$ cat config.mk
export PLATFORM = sky130hd
export DESIGN_NAME = load_switch_and_option_regs
export DESIGN_NICKNAME = d
export VERILOG_FILES = /design/src/verilog/tick_divider.v /design/src/verilog/load_switch_and_option_regs.v
export VERILOG_INCLUDE_DIRS = /design/src /design/src/verilog
export SDC_FILE = /design/constraint.sdc
export NUM_CORES = 1
export LEC_CHECK = 0
export BUFFER_PORTS_ARGS = -buffer_cell sky130_fd_sc_hd__clkbuf_2
export CAP_MARGIN = 20
export CORE_MARGIN = 2
export CORE_UTILIZATION = 38
export CTS_BUF_LIST = sky130_fd_sc_hd__clkbuf_4 sky130_fd_sc_hd__clkbuf_8
export DETAILED_ROUTE_END_ITERATION = 7
export SKIP_LAST_GASP = 1
export SYNTH_ARGS = -nofsm -noshare
export SYNTH_HDL_FRONTEND = slang
export SYNTH_SLANG_ARGS = --single-unit
export TNS_END_PERCENT = 10
$ cat constraint.sdc
create_clock -name clk -period 3 [get_ports clk]
set_input_delay 0.75 -clock clk [delete_from_list [all_inputs] [get_ports clk]]
set_output_delay 0.75 -clock clk [all_outputs]
set_load 0.05 [all_outputs]
$ cat src/verilog/load_switch_defs.vh
/*
 * Offsets, field positions, reset defaults and timing counts for the
 * load switch and option register pair.
 * Assumes inclusion by bare name from design files; definitions only.
 */
`ifndef LOAD_SWITCH_DEFS_VH
`define LOAD_SWITCH_DEFS_VH

// register offsets on the 8-bit register port
`define LOAD_SWITCH_CONTROL_ADDR 8'h62
`define MISC_OPTION_CONTROL_ADDR 8'h63

// load_switch_control fields
`define MODE_LSB 0
`define MODE_MSB 1
`define CURRENT_LIMIT_SELECT_LSB 2
`define CURRENT_LIMIT_SELECT_MSB 3

// switch modes
`define MODE_OFF 2'h0
`define MODE_FORCED_ON 2'h1
`define MODE_BYPASS_AUTO 2'h2
`define MODE_BYPASS_ON 2'h3

// current-limit codes
`define CURRENT_LIMIT_SELECT_100MA 2'h0
`define CURRENT_LIMIT_SELECT_500MA 2'h1
`define CURRENT_LIMIT_SELECT_750MA 2'h2
`define CURRENT_LIMIT_SELECT_2500MA 2'h3

// misc_option_control fields
`define OPT_DRAIN_BIT 0
`define OPT_SKIP_SLEW_BIT 1
`define OPT_NO_DELAY_BIT 2
`define OPT_OSC_GATE_BIT 3
`define OPT_SPARE_LSB 4
`define OPT_SPARE_MSB 7

// reset fallbacks before the one-time-programmable defaults are caught
`define LOAD_SWITCH_RESET 8'h00
`define MISC_OPTION_RESET 8'h00

// slow clock: 32 kHz tick from the 50 MHz clock
`define CLK_FREQ_HZ 50000000
`define SLOW_CLK_HZ 32768
`define SLOW_TICK_CYCLES (`CLK_FREQ_HZ / `SLOW_CLK_HZ)

`endif

$ cat src/verilog/tick_divider.v
/*
 * Free-running divider that gives a one-cycle enable pulse every
 * PERIOD clock cycles.
 * Assumes one clock domain and an asynchronous active-high reset.
 */
`timescale 1ns/1ps
module tick_divider #(
   parameter integer PERIOD = 1526,
   parameter integer WIDTH = 11
) (
   // clock and reset
   input wire clk,
   input wire rst,
   // enable pulse
   output reg tick_ff
);
   reg [WIDTH-1:0] count_ff;
   localparam integer LAST_INT = PERIOD - 1;
   localparam [WIDTH-1:0] LAST = LAST_INT[WIDTH-1:0];

   always @(posedge clk or posedge rst) begin
      if (rst) begin
         count_ff <= {WIDTH{1'b0}};
         tick_ff <= 1'b0;
      end else if (count_ff == LAST) begin
         count_ff <= {WIDTH{1'b0}};
         tick_ff <= 1'b1;
      end else begin
         count_ff <= count_ff + {{(WIDTH-1){1'b0}}, 1'b1};
         tick_ff <= 1'b0;
      end
   end
endmodule

$ cat src/verilog/load_switch_and_option_regs.v
/*
 * Load switch control register and miscellaneous option register, with
 * the switch, slow-clock pin, buck-four slew and select-delay, and fast
 * oscillator gating logic they steer.
 * Assumes a simple 8-bit register port (address, write strobe, read data
 * one cycle later), all inputs synchronous to clk, and that rst is the
 * power-on reset. One-time-programmable defaults arrive as static inputs.
 */
`timescale 1ns/1ps
`include "load_switch_defs.vh"

// How it works
// - mode 00 turns the switch off; mode 01 holds it on.
// - mode 10 is bypass, switched on by the buck-four comparator.
// - mode 11 is bypass held on.
// - in bypass, overvoltage blocks forced PWM and clears mode to 00.
// - current-limit code picks 100 mA, 500 mA, 750 mA or 2.5 A.
// - power-on reset reinitialises both registers.
// - reserved switch register bits always read zero.
// - drain option clear gives push-pull slow clock, set gives open drain.
// - skip-slew clear moves buck-four voltage at step-time rate.
// - skip-slew set applies new buck-four voltage at once.
// - delay option clear delays lowering select change 0.5-1 slow periods.
// - gating bit clear keeps the fast oscillator always running.
// - gating bit set stops oscillator only when both request pins low.
module load_switch_and_option_regs #(
   parameter integer SLOW_TICK = `SLOW_TICK_CYCLES,
   parameter integer VOLT_WIDTH = 7,
   parameter integer STEP_WIDTH = 3
) (
   // clock and reset
   input wire clk,
   input wire rst,
   // register port
   input wire [7:0] regAddr,
   input wire regWrite,
   input wire [7:0] regWrData,
   output reg [7:0] regRdData_ff,
   // reset-time defaults
   input wire switchEnablePinHigh,
   input wire switchEnablePinLow,
   input wire [1:0] otpCurrentLimit,
   input wire [7:0] otpOptions,
   // buck converter four status and control
   input wire buck4OnComparator,
   input wire buck4OutputOver,
   input wire buck4ForcePwmReq,
   input wire [VOLT_WIDTH-1:0] buck4TargetVoltage,
   input wire [STEP_WIDTH-1:0] slewStepTime,
   input wire buck4VoltageSelectPin,
   // request pins
   input wire powerRequestPin,
   input wire clockRequestPin,
   // slow clock source
   input wire slowClockIn,
   // switch outputs
   output reg switchOn_ff,
   output reg bypassMode_ff,
   output reg [1:0] currentLimitSelect_ff,
   output reg buck4ForcePwm_ff,
   // buck converter four voltage
   output reg [VOLT_WIDTH-1:0] buck4AppliedVoltage_ff,
   output reg buck4SelectApplied_ff,
   // slow clock pin
   output reg slowClockOut_ff,
   output reg slowClockOe_ff,
   // fast oscillator
   output reg fastOscEnable_ff
);
   reg [1:0] mode_ff;
   reg [1:0] current_limit_select_ff;
   reg [3:0] opt_ff;
   reg [3:0] spare_ff;
   reg strapPending_ff;
   reg [1:0] nxt_mode;
   reg [STEP_WIDTH:0] stepCount_ff;
   reg [1:0] selDelay_ff;
   reg selPending_ff;
   wire slowTick;
   wire halfTick;
   wire overTrip;
   wire stepDone;

   tick_divider #(
      .PERIOD(SLOW_TICK),
      .WIDTH(16)
   ) u_slow_tick (
      .clk(clk),
      .rst(rst),
      .tick_ff(slowTick)
   );

   // half-period tick keeps the select delay inside its window
   tick_divider #(
      .PERIOD(SLOW_TICK / 2),
      .WIDTH(16)
   ) u_half_tick (
      .clk(clk),
      .rst(rst),
      .tick_ff(halfTick)
   );

   // trip only counts while a bypass mode is selected
   assign overTrip = buck4OutputOver && mode_ff[`MODE_MSB];

   always @* begin
      nxt_mode = mode_ff;
      if (regWrite && regAddr == `LOAD_SWITCH_CONTROL_ADDR) begin
         nxt_mode = regWrData[`MODE_MSB:`MODE_LSB];
      end
      // hardware clear wins over a same-cycle software write
      if (overTrip) begin
         nxt_mode = `MODE_OFF;
      end
   end

   // registers; pin strap caught on the first clocked edge after release
   always @(posedge clk or posedge rst) begin
      if (rst) begin
         mode_ff <= `MODE_OFF;
         current_limit_select_ff <= 2'h0;
         opt_ff <= 4'h0;
         spare_ff <= 4'h0;
         strapPending_ff <= 1'b1;
      end else if (strapPending_ff) begin
         mode_ff <= {switchEnablePinHigh, switchEnablePinLow};
         current_limit_select_ff <= otpCurrentLimit;
         opt_ff <= otpOptions[3:0];
         spare_ff <= otpOptions[`OPT_SPARE_MSB:`OPT_SPARE_LSB];
         strapPending_ff <= 1'b0;
      end else begin
         mode_ff <= nxt_mode;
         if (regWrite && regAddr == `LOAD_SWITCH_CONTROL_ADDR) begin
            current_limit_select_ff <= regWrData[`CURRENT_LIMIT_SELECT_MSB:`CURRENT_LIMIT_SELECT_LSB];
         end
         if (regWrite && regAddr == `MISC_OPTION_CONTROL_ADDR) begin
            opt_ff <= regWrData[3:0];
            spare_ff <= regWrData[`OPT_SPARE_MSB:`OPT_SPARE_LSB];
         end
      end
   end

   // read port; unmapped addresses read zero
   always @(posedge clk or posedge rst) begin
      if (rst) begin
         regRdData_ff <= 8'h00;
      end else if (regAddr == `LOAD_SWITCH_CONTROL_ADDR) begin
         regRdData_ff <= {4'h0, current_limit_select_ff, mode_ff};
      end else if (regAddr == `MISC_OPTION_CONTROL_ADDR) begin
         regRdData_ff <= {spare_ff, opt_ff};
      end else begin
         regRdData_ff <= 8'h00;
      end
   end

   // switch drive
   always @(posedge clk or posedge rst) begin
      if (rst) begin
         switchOn_ff <= 1'b0;
         bypassMode_ff <= 1'b0;
         currentLimitSelect_ff <= `CURRENT_LIMIT_SELECT_100MA;
         buck4ForcePwm_ff <= 1'b0;
      end else begin
         case (mode_ff)
            `MODE_OFF: switchOn_ff <= 1'b0;
            `MODE_FORCED_ON: switchOn_ff <= 1'b1;
            `MODE_BYPASS_AUTO: switchOn_ff <= buck4OnComparator && !overTrip;
            `MODE_BYPASS_ON: switchOn_ff <= !overTrip;
            default: switchOn_ff <= 1'b0;
         endcase
         bypassMode_ff <= mode_ff[`MODE_MSB] && !overTrip;
         currentLimitSelect_ff <= current_limit_select_ff;
         buck4ForcePwm_ff <= buck4ForcePwmReq && !overTrip;
      end
   end

   // step interval: step-time plus one slow ticks per voltage step
   assign stepDone = (stepCount_ff == {(STEP_WIDTH+1){1'b0}});

   always @(posedge clk or posedge rst) begin
      if (rst) begin
         buck4AppliedVoltage_ff <= {VOLT_WIDTH{1'b0}};
         stepCount_ff <= {(STEP_WIDTH+1){1'b0}};
      end else if (opt_ff[`OPT_SKIP_SLEW_BIT]) begin
         buck4AppliedVoltage_ff <= buck4TargetVoltage;
         stepCount_ff <= {(STEP_WIDTH+1){1'b0}};
      end else if (slowTick) begin
         if (!stepDone) begin
            stepCount_ff <= stepCount_ff - {{STEP_WIDTH{1'b0}}, 1'b1};
         end else if (buck4AppliedVoltage_ff != buck4TargetVoltage) begin
            // one code per interval; rate set by the step-time field
            if (buck4AppliedVoltage_ff < buck4TargetVoltage) begin
               buck4AppliedVoltage_ff <= buck4AppliedVoltage_ff + 1'b1;
            end else begin
               buck4AppliedVoltage_ff <= buck4AppliedVoltage_ff - 1'b1;
            end
            stepCount_ff <= {1'b0, slewStepTime};
         end
      end
   end

   // select pin: a falling request waits for the second half-period tick,
   // so the delay lands between half and one slow period
   always @(posedge clk or posedge rst) begin
      if (rst) begin
         buck4SelectApplied_ff <= 1'b0;
         selDelay_ff <= 2'h0;
         selPending_ff <= 1'b0;
      end else if (buck4VoltageSelectPin || opt_ff[`OPT_NO_DELAY_BIT]) begin
         buck4SelectApplied_ff <= buck4VoltageSelectPin;
         selPending_ff <= 1'b0;
         selDelay_ff <= 2'h0;
      end else if (buck4SelectApplied_ff && !selPending_ff) begin
         selPending_ff <= 1'b1;
         selDelay_ff <= 2'h0;
      end else if (selPending_ff && halfTick) begin
         if (selDelay_ff == 2'h1) begin
            buck4SelectApplied_ff <= 1'b0;
            selPending_ff <= 1'b0;
         end
         selDelay_ff <= selDelay_ff + 2'h1;
      end
   end

   // slow clock pin and fast oscillator
   always @(posedge clk or posedge rst) begin
      if (rst) begin
         slowClockOut_ff <= 1'b0;
         slowClockOe_ff <= 1'b0;
         fastOscEnable_ff <= 1'b1;
      end else begin
         if (opt_ff[`OPT_DRAIN_BIT]) begin
            slowClockOut_ff <= 1'b0;
            slowClockOe_ff <= !slowClockIn;
         end else begin
            slowClockOut_ff <= slowClockIn;
            slowClockOe_ff <= 1'b1;
         end
         if (!opt_ff[`OPT_OSC_GATE_BIT]) begin
            fastOscEnable_ff <= 1'b1;
         end else begin
            fastOscEnable_ff <= powerRequestPin || clockRequestPin;
         end
      end
   end
endmodule

==> flow_summary.yaml <==
status:
  status: "completed"
synthesis:
  synth_adder_area_share_pct: 6.750
  synth_edf_count: 0
  ys_seq_elements: 78
  synth_area_leader_cell: "dfrtp_1"
  synthMuxAreaShare_pct: 2.359
  ys_warn_count: 0
  syn-cell-area_mm2: 0.003819
  async_flop_share_pct: 100.0
  synth_cells: 368
  synth_top_area_share_pct: 49.80
  avgSynthCellArea_um2: 10.38
  synth_top_family_by_area: "simple AND/OR/NAND/NOR gates"
  yosysUniqueCellTypes: 50
  yosysSeqAreaShare_pct: 51.18
  ys.flop_type: "dfrtp_1"
  synthSimpleGateAreaFrac_pct: 18.97
  syn_nets: 436
  synth_compound_area_share_pct: 10.75
  ys_top_cells_by_area: "dfrtp_1 (50%), ha_1 (6.2%), xnor2_1 (4.1%)"
  synth_xor_area_share_pct: 7.339
routing:
  finalWirelength_um: 7451
  first_iter_violations: 100
  ant_nets: 0
  via_count: 2859
  vias_per_cell: 4.829
  drcViolationCount: 0
  routedWlPerCell_um: 12.59
  firstDrtPassIters: 4
job:
  drv_cap: 0
floorplan:
  core_mm2: 0.009774
  dieArea_mm2: 0.01087
  die_w_um: 104.2
  placementRows: 36
  start_util_pct: 39.07
  io_pins: 72
  fp.dieH_um: 104.2
sta:
  tightest_slew_ns: 0.9115
  final.min_clock_period_ns: 2.776
  worst_hold_slack_ns: 0.4248
  skew_ns: 0.01207
  hold_viol_final: 0
  maxSlewHeadroom_pct: 38.73
  slew_viol_final: 0
  max_freq_ghz: 0.3603
  grt_setup_unrepaired: "no"
  final.period_utilization_pct: 92.52
  setup_viol: 0
power:
  peakVddDrop_v: 0.0002812
  finalPower_mw: 2.718
  power_per_cell_area_mw_per_mm2: 579.8
  power_leakage_nw: 2.257
critical_path:
  r2r_slack_ns: 0.23
  r2r_cells: 11
  path_buf_inv: 2
  r2r-start: "buck4AppliedVoltage_ff[2]$_DFFE_PP0P_"
  crit_chain: "clkbuf_2 -> inv_1 -> ha_4 -> a21oi_1 -> nand2_1 -> a211o_4 -> fa_2 -> a211oi_2 -> o21bai_1 -> a21oi_1 -> xnor2_1 -> mux2i_1 -> nand2_1"
  slowest_stage: "fa_2"
  slowest_delay_ns: 0.39
  critPathTopFamily: "compound AO/OA/AOI/OAI gates"
  r2r_end: "buck4AppliedVoltage_ff[6]$_DFFE_PP0P_"
  arrival_ns: 3.02
  critPathRequiredTime_ns: 3.25
  critPathKind: "input pin to flop"
  endpoint_kind: "flop"
  crit_path_start_kind: "input pin"
  worstPathMaxFanout: 5
final_layout:
  areaGrowthSynthToFinish_pct: 22.74
  drive_above_1_share_pct: 25.27
  fillCellCount: 917
  num-nets-final: 522
  insertedDiodeCount: 0
clock_network:
  clock_sinks: 78
  numCtsBuffers: 9
  cts.clk_slew.worst_paths_ns: 0.09
  tritoncts: "built"
  cts_htree_levels: 3
  cts_root_buf: "clkbuf_8"
  clock_latency_ns: 0.36
  clockBufferDepth: 2
  post_cts_buffers: 0
  cts_hold_buf: 0
  post_cts_resized: 0
worst_hold_path:
  hold_class: "flop to flop"
  hold_start: "current_limit_select_ff[1]$_DFFE_PP0P_"
  min_to: "currentLimitSelect_ff[1]$_DFF_PP0_"
  holdPathStages: 0
global_routing:
  track_usage_pct: 15.12
  overflow: 0
  grt_pass1_wl_um: 13430
  grt_max_degree: 41
  antenna_found_initial: 0
  grt_pass1_vias: 2978
placed_design:
  io_buffers: 71
  dp_hpwl_um: 5479
  gp_congestion: 0.7685
==> cell type report <==
class                           instances  area [um^2]  area share, %
Tap cell                              133        166.4          3.550
Multi-Input combinational cell        265         1826          38.95
Sequential cell                        78         1954          41.70
Clock inverter                          7        97.59          2.082
Timing Repair Buffer                   82        450.4          9.610
Clock buffer                            9        123.9          2.643
Inverter                               18        68.82          1.468
==> synthesized netlist by cell type (2+ instances only) <==
master    instances
a22o_2            2
nand2b_1          2
ha_1             19
nor4b_1           2
and4_1            4
o21bai_1          2
nor3_1            7
nor2_1           39
dfrtp_1          76
o31ai_1           3
clkbuf_1          3
nor4_1            2
nand4_1           9
a221o_1           2
o21ai_0          17
inv_1            18
a21oi_1          19
and2_1            6
nand3_1          12
xnor2_1          18
or3_1             2
nor2b_1           6
dfstp_2           2
buf_2             3
nor2_4            2
mux2i_1           9
nor3b_1           3
a22o_1            4
xor2_1           14
a211oi_1          5
nand2_1          33
and3_1            2
a21o_1            4
==> power breakdown <==
group | internal [mW] | switching [mW]
logic | 0.302 | 0.373
clock network | 0.471 | 0.402
registers | 1.10 | 0.0663
total | 1.88 | 0.842
==> registers in the layout (all words and copies together), names as in the netlist <==
register and count:
spare_ff 4, u_half_tick.count_ff 16, u_slow_tick.tick_ff 1, buck4SelectApplied_ff 1
bypassMode_ff 1, selPending_ff 1, stepCount_ff 4, u_slow_tick.count_ff 16
regRdData_ff 8, slowClockOe_ff 1, strapPending_ff 1, mode_ff 2
buck4ForcePwm_ff 1, current_limit_select_ff 2, opt_ff 4, selDelay_ff 2
currentLimitSelect_ff 2, slowClockOut_ff 1, u_half_tick.tick_ff 1, fastOscEnable_ff 1
buck4AppliedVoltage_ff 7, switchOn_ff 1
==> placed cells by master, fill, tap and decap left out, types with 3 or more instances in the layout <==
master,netlist,routed
a22o_1,4,4
xor2_1,14,14
a211oi_1,5,3
clkbuf_8,0,9
ha_1,19,16
nor3b_1,3,3
and4_1,4,4
and2_1,6,6
xnor2_1,18,18
nand3_1,12,12
nand2_1,33,33
nor2_1,39,39
nor2b_1,6,6
o21ai_0,17,17
a21o_1,4,4
nor3_1,7,7
mux2i_1,9,9
buf_4,0,10
a21oi_1,19,19
inv_1,18,17
clkbuf_2,0,71
o31ai_1,3,3
nand4_1,9,9
dfrtp_1,76,76
ha_4,0,3
==> worst max path at each step <==
stage / start / cells after the start / end / slack (ns)
after floorplan: buck4TargetVoltage[3] / 11 / buck4AppliedVoltage_ff[6]$_DFFE_PP0P_ / 0.01
after global placement: buck4TargetVoltage[6] / 12 / buck4AppliedVoltage_ff[6]$_DFFE_PP0P_ / -0.12
after detailed placement: buck4TargetVoltage[6] / 12 / buck4AppliedVoltage_ff[6]$_DFFE_PP0P_ / -0.16
after CTS: buck4AppliedVoltage_ff[2]$_DFFE_PP0P_ / 11 / buck4AppliedVoltage_ff[6]$_DFFE_PP0P_ / 0.22
after global routing: buck4AppliedVoltage_ff[2]$_DFFE_PP0P_ / 12 / buck4AppliedVoltage_ff[6]$_DFFE_PP0P_ / 0.03
final: buck4TargetVoltage[2] / 13 / buck4AppliedVoltage_ff[6]$_DFFE_PP0P_ / 0.22
==> layer usage <==
| layer | vias up | track usage (%) | part of all wire (%) |
|---|---|---|---|
| li1 | 1454 | - | - |
| met1 | 1345 | 19.90 | 48 |
| met2 | 53 | 24.62 | 47 |
| met3 | 7 | 3.446 | 4.0 |
| met4 | 0 | 5.212 | 1.2 |
| met5 | - | 0 | 0 |
==> per-stage QoR <==
stage	util, %	TNS, ns	setup WS (ns)	std cells	area (um^2)
after floorplan	-	0	0.01262	368	3877
after global placement	45.69	-0.3040	-0.1173	576	4466
after detailed placement	45.69	-0.4063	-0.1568	576	4466
after CTS	47.95	0	0.2225	592	4687
after global routing	47.95	0	0.02706	592	4687
final	47.95	0	0.2245	592	4687
==> kinds of logic after synthesis <==
group | Yosys count
compound gates | 64
xor+xnor | 32
fa+ha+maj | 20
buf+inv | 25
flops | 78
mux | 9
other cells | 1
simple gates | 139
No activity file was read; power rests on OpenSTA's default activity.
